<file path="config.mk">
export PLATFORM = sky130hd
export DESIGN_NAME = cwsl_top
export DESIGN_NICKNAME = d
export VERILOG_FILES = /design/src/core/cwsl_pkg.sv /design/src/core/cwsl_wake_if.sv /design/src/core/cwsl_sync.sv /design/src/core/cwsl_top.sv /design/src/core/cwsl_wake_det.sv
export VERILOG_INCLUDE_DIRS = /design/src /design/src/core
export SDC_FILE = /design/constraint.sdc
export NUM_CORES = 1
export LEC_CHECK = 0
export BUFFER_PORTS_ARGS = -buffer_cell sky130_fd_sc_hd__buf_4
export CAP_MARGIN = 40
export CORE_UTILIZATION = 53
export CTS_CLUSTER_SIZE = 16
export DETAILED_ROUTE_END_ITERATION = 6
export GPL_TIMING_DRIVEN = 0
export PLACE_DENSITY = 0.75
export SYNTH_ARGS = -nofsm -noshare
export SYNTH_HDL_FRONTEND = slang
export SYNTH_SLANG_ARGS = --single-unit
</file>
<file path="constraint.sdc">
create_clock -name sys_clk_i -period 2.16 [get_ports sys_clk_i]
set_clock_uncertainty 0.2 [all_clocks]
set_input_delay 0.324 -clock sys_clk_i [delete_from_list [all_inputs] [get_ports sys_clk_i]]
set_output_delay 0.324 -clock sys_clk_i [all_outputs]
set_load 0.01 [all_outputs]
</file>
<file path="src/core/cwsl_regs.svh">
`ifndef CWSL_REGS_SVH
`define CWSL_REGS_SVH
// timing figures and derived cycle counts at 100 MHz
`define CWSL_CLK_MHZ          100
`define CWSL_PULSE_MIN_NS     500
`define CWSL_PULSE_MAX_US     500
`define CWSL_GAP_MAX_US       500
`define CWSL_INT_PULSE_US     10
`define CWSL_PULSE_MIN_CYC    ((`CWSL_PULSE_MIN_NS * `CWSL_CLK_MHZ) / 1000 + 1)
`define CWSL_PULSE_MAX_CYC    (`CWSL_PULSE_MAX_US * `CWSL_CLK_MHZ)
`define CWSL_GAP_MAX_CYC      (`CWSL_GAP_MAX_US * `CWSL_CLK_MHZ)
`define CWSL_INT_PULSE_CYC    (`CWSL_INT_PULSE_US * `CWSL_CLK_MHZ)
`define CWSL_WAKE_PULSES      3
`define CWSL_HS_PERIOD_CYC    100000
`define CWSL_HS_ON_CYC        35000
// io_status_reg field positions
`define CWSL_IOS_LEVEL_LSB    0
`define CWSL_IOS_AUX_LOW      4
`define CWSL_IOS_SW_HEAT      5
`define CWSL_IOS_BAT_LOW      6
`define CWSL_IOS_RST          8'h00
`endif

</file>
<file path="src/core/cwsl_pkg.sv">
package cwsl_pkg;
  // operating modes of the device
  typedef enum logic [5:0] {
    CWSL_RESET   = 6'b000001,
    CWSL_NREQ    = 6'b000010,
    CWSL_NORMAL  = 6'b000100,
    CWSL_STANDBY = 6'b001000,
    CWSL_STOP    = 6'b010000,
    CWSL_SLEEP   = 6'b100000
  } cwsl_mode_t;
  // wake detector filter states
  typedef enum logic [2:0] {
    CWSL_W_IDLE  = 3'b001,
    CWSL_W_PULSE = 3'b010,
    CWSL_W_GAP   = 3'b100
  } cwsl_wstate_t;
endpackage : cwsl_pkg

</file>
<file path="src/core/cwsl_wake_if.sv">
`timescale 1ns/100ps
interface cwsl_wake_if;
  logic bus_dom;
  logic enable;
  logic wake;
  modport det (input bus_dom, input enable, output wake);
  modport top (output bus_dom, output enable, input wake);
endinterface : cwsl_wake_if

</file>
<file path="src/core/cwsl_sync.sv">
`timescale 1ns/100ps
module cwsl_sync #(
  parameter int W = 1
) (
  input  wire logic         sys_clk_i,
  input  wire logic         nrst_i,
  input  wire logic [W-1:0] d_i,
  output logic      [W-1:0] q_o
);
  logic [W-1:0] s1_reg;
  logic [W-1:0] s2_reg;
  logic [W-1:0] s3_reg;
  logic [W-1:0] q_reg;
  logic [W-1:0] q_next;
  // change counts once second and third stage agree
  genvar g;
  generate
    for (g = 0; g < W; g++) begin : g_bit
      assign q_next[g] = (s2_reg[g] == s3_reg[g]) ? s3_reg[g] : q_reg[g];
    end
  endgenerate
  // three-stage capture
  always_ff @(posedge sys_clk_i or negedge nrst_i) begin
    if (!nrst_i) begin
      s1_reg <= '0;
      s2_reg <= '0;
      s3_reg <= '0;
      q_reg  <= '0;
    end else begin
      s1_reg <= d_i;
      s2_reg <= s1_reg;
      s3_reg <= s2_reg;
      q_reg  <= q_next;
    end
  end
  assign q_o = q_reg;
endmodule : cwsl_sync

</file>
<file path="src/core/cwsl_top.sv">
`timescale 1ns/100ps
`include "cwsl_regs.svh"
// How it works
// RL1 - bus pulse counts only if wider than 0.5 us and narrower than 500 us
// RL2 - a rejected pulse clears the pulse counter and gives no wake
// RL3 - accepted pulses increment counter; third one asserts wake
// RL4 - gap over 500 us between accepted pulses clears counter, no wake
// RL5 - entering CAN Normal mode ends wake cycle and clears CAN wake flag
// RL6 - a control input disables CAN bus wake detection
// RL7 - transmit low drives bus dominant, high drives recessive
// RL8 - receive output low when bus dominant, high when recessive
// RL9 - reset output low in reset mode, high otherwise
// RL10 - reset output forced low while main supply under threshold
// RL11 - enabled event pulls interrupt low until software clears source
// RL12 - in Stop mode a wake gives a 10 us interrupt pulse instead
// RL13 - watchdog fault output low when watchdog not serviced
// RL14 - supply-loss flag set below 3.0 V in every mode
// RL15 - battery-low reported and interrupting only in Normal and Standby
// RL16 - heat warning sets flag; shutdown level turns main supply off
// RL17 - aux-low status bit is 1 while aux supply is low
// RL18 - switch overheat shuts switch, sets status and combined event bit
// RL19 - battery switch from control bit; periodic in Sleep and Stop
// RL20 - timing base is fast oscillator awake, low-power one asleep
// RL21 - serial data sampled on falling and shifted on rising clock edges
// RL22 - level inputs readable and wake sources in Sleep or Stop
// RL23 - disabling bus wake clears counter and timeout
module cwsl_top
  import cwsl_pkg::*;
#(
  parameter int PULSE_MAX = `CWSL_PULSE_MAX_CYC,
  parameter int GAP_MAX   = `CWSL_GAP_MAX_CYC,
  parameter int HS_PERIOD = `CWSL_HS_PERIOD_CYC,
  parameter int HS_ON     = `CWSL_HS_ON_CYC
) (
  input  wire logic       sys_clk_i,
  input  wire logic       nrst_i,
  input  wire logic [5:0] mode_i,
  input  wire logic       can_normal_i,
  input  wire logic       can_wake_en_i,
  input  wire logic       tx_data_i,
  input  wire logic       bus_dom_i,
  input  wire logic       main_supply_low_i,
  input  wire logic       wd_fail_i,
  input  wire logic       bat_loss_i,
  input  wire logic       bat_low_i,
  input  wire logic       main_heat_warn_i,
  input  wire logic       main_heat_shut_i,
  input  wire logic       aux_supply_low_i,
  input  wire logic       switch_heat_i,
  input  wire logic [3:0] level_wake_inputs_i,
  input  wire logic       switch_on_i,
  input  wire logic [4:0] event_enable_i,
  input  wire logic [4:0] event_clear_i,
  input  wire logic       supply_loss_clear_i,
  input  wire logic       spi_cs_n_i,
  input  wire logic       spi_sclk_i,
  input  wire logic       spi_mosi_i,
  output logic            bus_drive_dom_o,
  output logic            rx_data_o,
  output logic            reset_out_n_o,
  output logic            int_out_n_o,
  output logic            watchdog_fault_out_n_o,
  output logic            supply_loss_flag_o,
  output logic            main_supply_heat_flag_o,
  output logic            main_supply_off_o,
  output logic [7:0]      io_status_o,
  output logic [4:0]      event_flag_o,
  output logic            can_wake_flag_o,
  output logic            battery_switch_out_o,
  output logic            wake_request_o,
  output logic            slow_osc_sel_o,
  output logic            spi_miso_o,
  output logic [7:0]      spi_rx_o
);
  // synchronised outside levels; tx and chip select enter inverted so idle reads 0
  logic [16:0] raw_in;
  logic [16:0] syn;
  assign raw_in = {!spi_cs_n_i, spi_sclk_i, spi_mosi_i,
                   !tx_data_i, bus_dom_i, main_supply_low_i, wd_fail_i, bat_loss_i,
                   bat_low_i, main_heat_warn_i, main_heat_shut_i, aux_supply_low_i,
                   switch_heat_i, level_wake_inputs_i};
  cwsl_sync #(.W(17)) u_sync (
    .sys_clk_i (sys_clk_i),
    .nrst_i    (nrst_i),
    .d_i       (raw_in),
    .q_o       (syn)
  );
  wire       sel_s       = syn[16];
  wire       sck_s       = syn[15];
  wire       mosi_s      = syn[14];
  wire       tx_dom_s    = syn[13];
  wire       dom_s       = syn[12];
  wire       vmain_low_s = syn[11];
  wire       wdf_s       = syn[10];
  wire       loss_s      = syn[9];
  wire       blow_s      = syn[8];
  wire       hwarn_s     = syn[7];
  wire       hshut_s     = syn[6];
  wire       aux_low_s   = syn[5];
  wire       sw_heat_s   = syn[4];
  wire [3:0] lvl_s       = syn[3:0];

  // mode decode
  wire m_reset  = (mode_i == 6'(CWSL_RESET));
  wire m_normal = (mode_i == 6'(CWSL_NORMAL));
  wire m_stby   = (mode_i == 6'(CWSL_STANDBY));
  wire m_stop   = (mode_i == 6'(CWSL_STOP));
  wire m_sleep  = (mode_i == 6'(CWSL_SLEEP));
  wire m_lowpwr = m_stop || m_sleep;
  wire m_awake  = m_normal || m_stby;

  // bus wake detector
  cwsl_wake_if wk ();
  assign wk.bus_dom = dom_s;
  assign wk.enable  = can_wake_en_i && !can_normal_i; // RL6 RL5
  cwsl_wake_det #(
    .PULSE_MAX (PULSE_MAX),
    .GAP_MAX   (GAP_MAX)
  ) u_wake (
    .sys_clk_i (sys_clk_i),
    .nrst_i    (nrst_i),
    .wk        (wk)
  );

  // level wake edges in low power
  logic [3:0] lvl_prev_reg;
  wire        lvl_wake = m_lowpwr && (lvl_s != lvl_prev_reg); // RL22
  wire        can_wake_ev = wk.wake && !can_wake_flag_o;
  wire        any_wake = can_wake_ev || lvl_wake;

  // event flags: 0 bat low, 1 switch heat or aux low, 2 main heat, 3 can wake, 4 level wake
  wire [4:0] ev_set = {lvl_wake, can_wake_ev, hwarn_s,
                       sw_heat_s || aux_low_s, blow_s && m_awake}; // RL15 RL18 RL16
  logic [4:0] ev_reg;
  logic [4:0] ev_next;
  assign ev_next = ev_set | (ev_reg & ~event_clear_i); // set wins
  wire int_level = |(ev_reg & event_enable_i); // RL11

  // stop-mode interrupt pulse timer
  logic [15:0] ipulse_reg;
  logic [15:0] ipulse_next;
  assign ipulse_next = (m_stop && any_wake) ? 16'(`CWSL_INT_PULSE_CYC) :
                       (ipulse_reg != 16'h0000) ? ipulse_reg - 16'h0001 : 16'h0000; // RL12
  wire int_drive = m_stop ? (ipulse_next != 16'h0000) : int_level; // RL12 RL11

  // periodic battery switch timer
  logic [31:0] hs_cnt_reg;
  logic [31:0] hs_cnt_next;
  assign hs_cnt_next = (!m_lowpwr || hs_cnt_reg >= 32'(HS_PERIOD - 1)) ? 32'h0 :
                       hs_cnt_reg + 32'h1;
  wire hs_on = m_lowpwr ? (switch_on_i && hs_cnt_reg < 32'(HS_ON)) :
               (switch_on_i && (m_awake || mode_i == 6'(CWSL_NREQ))); // RL19
  logic sw_shut_reg;
  wire  sw_shut_next = sw_heat_s || (sw_shut_reg && switch_on_i); // RL18

  // can wake flag held until CAN Normal
  wire cwf_next = wk.wake || (can_wake_flag_o && !can_normal_i); // RL5
  wire loss_next = loss_s || (supply_loss_flag_o && !supply_loss_clear_i); // RL14

  // status word
  wire [7:0] ios_next = {1'b0, m_awake && blow_s, sw_heat_s, aux_low_s, lvl_s}; // RL17 RL22

  // serial port: mosi taken on falling sclk, miso moved on rising sclk
  logic       sel_prev_reg;
  logic       sck_prev_reg;
  logic [7:0] spi_sh_reg;
  logic [7:0] spi_in_reg;
  logic [2:0] spi_cnt_reg;
  wire        sel_rise     = sel_s && !sel_prev_reg; // status snapshot at selection
  wire        sck_rise     = sel_s && sck_s && !sck_prev_reg; // RL21
  wire        sck_fall     = sel_s && !sck_s && sck_prev_reg; // RL21
  wire [7:0]  spi_sh_next  = sel_rise ? io_status_o :
                             sck_rise ? {spi_sh_reg[6:0], 1'b0} : spi_sh_reg;
  wire [7:0]  spi_in_next  = sck_fall ? {spi_in_reg[6:0], mosi_s} : spi_in_reg; // RL21
  wire [2:0]  spi_cnt_next = sel_rise ? 3'h0 : sck_fall ? spi_cnt_reg + 3'h1 : spi_cnt_reg;
  wire        spi_done     = sck_fall && (spi_cnt_reg == 3'h7); // eighth bit in

  // internal state
  always_ff @(posedge sys_clk_i or negedge nrst_i) begin
    if (!nrst_i) begin
      lvl_prev_reg <= 4'h0;
      ev_reg       <= 5'h00;
      ipulse_reg   <= 16'h0000;
      hs_cnt_reg   <= 32'h0;
      sw_shut_reg  <= 1'b0;
      sel_prev_reg <= 1'b0;
      sck_prev_reg <= 1'b0;
      spi_sh_reg   <= 8'h00;
      spi_in_reg   <= 8'h00;
      spi_cnt_reg  <= 3'h0;
    end else begin
      lvl_prev_reg <= lvl_s;
      ev_reg       <= ev_next;
      ipulse_reg   <= ipulse_next;
      hs_cnt_reg   <= hs_cnt_next;
      sw_shut_reg  <= sw_shut_next;
      sel_prev_reg <= sel_s;
      sck_prev_reg <= sck_s;
      spi_sh_reg   <= spi_sh_next;
      spi_in_reg   <= spi_in_next;
      spi_cnt_reg  <= spi_cnt_next;
    end
  end

  // registered outputs
  always_ff @(posedge sys_clk_i or negedge nrst_i) begin
    if (!nrst_i) begin
      bus_drive_dom_o         <= 1'b0;
      rx_data_o               <= 1'b1;
      reset_out_n_o           <= 1'b0;
      int_out_n_o             <= 1'b1;
      watchdog_fault_out_n_o  <= 1'b1;
      supply_loss_flag_o      <= 1'b0;
      main_supply_heat_flag_o <= 1'b0;
      main_supply_off_o       <= 1'b0;
      io_status_o             <= `CWSL_IOS_RST;
      event_flag_o            <= 5'h00;
      can_wake_flag_o         <= 1'b0;
      battery_switch_out_o    <= 1'b0;
      wake_request_o          <= 1'b0;
      slow_osc_sel_o          <= 1'b0;
      spi_miso_o              <= 1'b0;
      spi_rx_o                <= 8'h00;
    end else begin
      bus_drive_dom_o         <= tx_dom_s; // RL7
      rx_data_o               <= !dom_s; // RL8
      reset_out_n_o           <= !(m_reset || vmain_low_s); // RL9 RL10
      int_out_n_o             <= !int_drive; // RL11
      watchdog_fault_out_n_o  <= !wdf_s; // RL13
      supply_loss_flag_o      <= loss_next; // RL14
      main_supply_heat_flag_o <= hwarn_s; // RL16
      main_supply_off_o       <= hshut_s; // RL16
      io_status_o             <= ios_next;
      event_flag_o            <= ev_next;
      can_wake_flag_o         <= cwf_next;
      battery_switch_out_o    <= hs_on && !sw_shut_next; // RL19 RL18
      wake_request_o          <= m_lowpwr && any_wake; // RL22
      slow_osc_sel_o          <= m_lowpwr; // RL20
      spi_miso_o              <= sck_rise ? spi_sh_reg[7] : spi_miso_o; // RL21
      spi_rx_o                <= spi_done ? spi_in_next : spi_rx_o; // RL21
    end
  end
endmodule : cwsl_top

</file>
<file path="src/core/cwsl_wake_det.sv">
`timescale 1ns/100ps
`include "cwsl_regs.svh"
module cwsl_wake_det
  import cwsl_pkg::*;
#(
  parameter int PULSE_MIN = `CWSL_PULSE_MIN_CYC,
  parameter int PULSE_MAX = `CWSL_PULSE_MAX_CYC,
  parameter int GAP_MAX   = `CWSL_GAP_MAX_CYC
) (
  input  wire logic sys_clk_i,
  input  wire logic nrst_i,
  cwsl_wake_if.det  wk
);
  cwsl_wstate_t state_reg;
  cwsl_wstate_t state_next;
  logic [16:0]  cnt_reg;
  logic [16:0]  cnt_next;
  logic [1:0]   pulses_reg;
  logic [1:0]   pulses_next;
  logic         wake_reg;
  logic         wake_next;
  // width filter and spacing timeout decode
  wire pulse_end  = (state_reg == CWSL_W_PULSE) && !wk.bus_dom;
  // cnt_reg trails the dominant width by one cycle when the pulse ends
  wire width_ok   = (cnt_reg >= 17'(PULSE_MIN - 1)) && (cnt_reg < 17'(PULSE_MAX - 1)); // RL1
  wire width_over = (state_reg == CWSL_W_PULSE) && (cnt_reg >= 17'(PULSE_MAX - 1));
  wire gap_over   = (state_reg == CWSL_W_GAP) && (cnt_reg >= 17'(GAP_MAX));
  wire accept     = pulse_end && width_ok;
  wire reject     = pulse_end && !width_ok;
  // next state
  always_comb begin
    state_next  = state_reg;
    cnt_next    = (cnt_reg == 17'h1ffff) ? cnt_reg : cnt_reg + 17'h00001;
    pulses_next = pulses_reg;
    wake_next   = wake_reg;
    if (!wk.enable) begin
      state_next  = CWSL_W_IDLE; // RL23
      cnt_next    = 17'h00000;
      pulses_next = 2'h0;
      wake_next   = 1'b0; // RL6
    end else begin
      case (state_reg)
        CWSL_W_IDLE: begin
          cnt_next = 17'h00000;
          if (wk.bus_dom) state_next = CWSL_W_PULSE;
        end
        CWSL_W_PULSE: begin
          if (reject) begin
            state_next  = CWSL_W_IDLE;
            pulses_next = 2'h0; // RL2
          end else if (accept) begin
            cnt_next = 17'h00000;
            if (pulses_reg == 2'(`CWSL_WAKE_PULSES - 1)) begin
              wake_next   = 1'b1; // RL3
              pulses_next = 2'h0;
              state_next  = CWSL_W_IDLE;
            end else begin
              pulses_next = pulses_reg + 2'h1; // RL3
              state_next  = CWSL_W_GAP;
            end
          end else if (width_over) begin
            // stay here until recessive so the tail of a long pulse is not counted
            pulses_next = 2'h0; // RL2
          end
        end
        CWSL_W_GAP: begin
          if (gap_over) begin
            state_next  = CWSL_W_IDLE;
            pulses_next = 2'h0; // RL4
          end else if (wk.bus_dom) begin
            cnt_next   = 17'h00000;
            state_next = CWSL_W_PULSE;
          end
        end
        default: state_next = CWSL_W_IDLE;
      endcase
    end
  end
  // state registers
  always_ff @(posedge sys_clk_i or negedge nrst_i) begin
    if (!nrst_i) begin
      state_reg  <= CWSL_W_IDLE;
      cnt_reg    <= 17'h00000;
      pulses_reg <= 2'h0;
      wake_reg   <= 1'b0;
    end else begin
      state_reg  <= state_next;
      cnt_reg    <= cnt_next;
      pulses_reg <= pulses_next;
      wake_reg   <= wake_next;
    end
  end
  assign wk.wake = wake_reg;
endmodule : cwsl_wake_det

</file>
==> qor.txt <==
root cell of the clock tree = clkbuf_16
Net Sw Frac = 25.4%
footprint of the multi-input gates = 2960 µm²
clock latency on the worst-skew pair = 0.43 ns
Fin. Hold Viols = 0
critical path class = reg2reg
final core occ = 68.6%
Post-synth EDFFs = 0
register area = 4840 µm²
vias in the first global route = 5239
num ports = 73
Vias/cell = 5.51
DRT Pass-1 Iters = 5
# setup viols final = 1
fillers = 1000
Synth area leaders = dfrtp_1 (60%), xnor2_1 (3.0%), nand2_1 (2.6%)
share of cells above drive strength 1 = 25.2%
register area share after synthesis = 61.5%
Synthesis Warnings = 0
Tmin final = 2.33 ns
fmax = 430 MHz
clk sinks = 193
worst r2r src = ipulse_reg[0]
status = finished, violations left
Worst EP arrival = 2.47 ns
hold_ws = 0.0657 ns
Finished Cell Area = 9930 µm²
max reg flops = 32
CTS clk-pin slew, worst paths = 0.07 ns
chip height = 124 µm
initial detailed-routing violation count = 422
Area Growth Syn to Fin = 26.5%
initial core utilization = 54.3%
Slew headroom = 57.5%
CP Capture Type = register
PD cells = 851 nW/µm²
most common cell after layout, fill and taps aside = dfrtp_1
Flop pwr share = 50.3%
layout net count = 840
Final Cycle Share = 108%
cells after synthesis = 642
post-route ant nets = 0
violated checks = setup timing
Leakage = 0.00431 µW
Port Buffers = 71
Post-Syn Area = 7860 µm²
# rows = 44
largest net degree at the start of global routing = 133
H-tree depth = 4
crit path setup slack, layout = -0.166 ns
Final TNS setup = -0.166 ns
crit start category = register
first-pass GRT wire length = 24600 µm
Die W = 124 µm
wire length per cell = 15.4 µm
hold path start = can_wake_en_i
core area = 14500 µm²
hold endpoint = u_wake.wk.wake
actual slew at the worst max-slew pin = 0.638 ns
Logic pwr share = 11.9%
commonest non-fill, non-tap cells in the layout = dfrtp_1 (183), buf_4 (89), nand2_1 (53)
RSZ-0062 raised after global routing = yes
via count = 5456
DP Cell Count = 913
Die ar. = 15300 µm²
switching power total = 2150 µW
Post-Route WL = 15300 µm
Yosys top cell by area = dfrtp_1
r2r setup slk = -0.17 ns
Post-DP HPWL = 9900 µm
GRT Overall Usage = 21.1%
CTS tree = yes
Finished Layout Cells = 991
Seq cells post-synth = 193
reg2reg path depth = 7
Congestion Overflow GR = 0
Final Wtd Congestion = 0.869
Worst EP required = 2.30 ns
mean post-synth cell area = 12.2 µm²
initial antenna violation count = 0
VDD IR-drop max = 0.694 mV
max cap viols = 0
Antenna Cells = 0
Hold Path Cell Cnt = 3
critical path peak fanout = 5
Reg2Reg Capture Point = int_out_n_o
Main synth FF type = dfrtp_1
Placed Area = 8720 µm²
library cells used by synthesis = 72
Slew Limit Fails = 0
min-delay worst type = in2reg
asr flop ratio synth = 100%
CTS max path bufs = 2
Remaining DRCs = 0
clock share of power = 37.9%
Num CTS Buffers = 17
Synth top area share = 60.2%
Internal Power = 6300 µW
how the worst max path moves through the flow:
stage                              from                 to  slack [ns]  cells after the start
after floorplan           ipulse_reg[0]        int_out_n_o        0.01                      7
after CTS                 ipulse_reg[0]        int_out_n_o       -0.15                      7
after global routing      ipulse_reg[0]        int_out_n_o       -0.18                      7
after detailed placement  hs_cnt_reg[0]     hs_cnt_reg[14]       -0.25                      7
after global placement           nrst_i  u_wake.cnt_reg[4]       -0.55                      1
final                     ipulse_reg[0]        int_out_n_o       -0.17                      7
stage by stage:
| stage | total power (µW) | setup WS [ns] |
|---|---|---|
| 2_1_floorplan | 4820 | 0.0125 |
| 3_3_place_gp | 5130 | -0.550 |
| 3_5_place_dp | 5220 | -0.252 |
| 4_1_cts | 8500 | -0.150 |
| 5_1_grt | 8850 | -0.183 |
| 6_report | 8450 | -0.166 |
per-layer routing:
layer / part of all wire (%) / track usage (%) / routed length [µm]
met1: 45 / 27.6 / 6900
met2: 49 / 34.2 / 7500
met3: 4.0 / 4.72 / 616
met4: 1.8 / 8.28 / 274
met5: 0 / 0 / 0
cells by family after synthesis:
group | count (synthesis) | synth area share, %
compound gates | 89 | 8.25
xor+xnor | 44 | 4.91
fa+ha+maj | 24 | 3.28
buf+inv | 45 | 3.12
flops | 193 | 61.5
mux | 18 | 2.56
other cells | 1 | 0.0477
simple gates | 228 | 16.3
cell usage after synthesis, drive strengths merged (4+ instances only):
library cell / instances
a211oi: 5
a21boi: 5
a21o: 6
a21oi: 9
a221o: 6
a31oi: 4
and2: 5
and3: 9
and4: 7
buf: 12
clkbuf: 8
dfrtp: 189
dfstp: 4
ha: 7
inv: 24
maj3: 17
mux2: 17
nand2: 54
nand2b: 4
nand3: 13
nand4: 15
nor2: 36
nor2b: 11
nor3: 41
nor3b: 4
nor4: 10
o21a: 4
o21ai: 25
or3: 6
xnor2: 27
xor2: 17
power groups by stage:
stage | Sequential [µW] | Combinational [µW] | Clock (µW)
after floorplan | 4250 | 561 | 0
after global placement | 4290 | 848 | 0
final | 4250 | 1000 | 3200
after detailed placement | 4310 | 906 | 0
after global routing | 4290 | 1120 | 3430
after CTS | 4240 | 992 | 3270
worst max-delay path: stages (launching register included):
cell and delay, ns:
dfrtp_2 0.42, inv_2 0.08, ha_4 0.13, or4b_4 0.51, or3b_4 0.41, a21oi_4 0.16
o221ai_2 0.13, a21boi_1 0.20
timing repair:
action	CTS	global route
hold endpoints to repair	87	0
pin swaps	11	10
buffers inserted	15	2
setup endpoints to repair	37	32
cloned	0	2
resized for setup	27	14
hold buffers	28	0
area by class of cell:
type,instances,area share (%)
clock inverter,14,1.80
sequential,193,48.7
timing repair buffer,119,10.4
multi-input combinational,419,29.8
buffer,19,1.64
clock buffer,18,4.32
inverter,25,0.945
tap,184,2.32
Note: power is estimated with default switching activity, not from simulation.
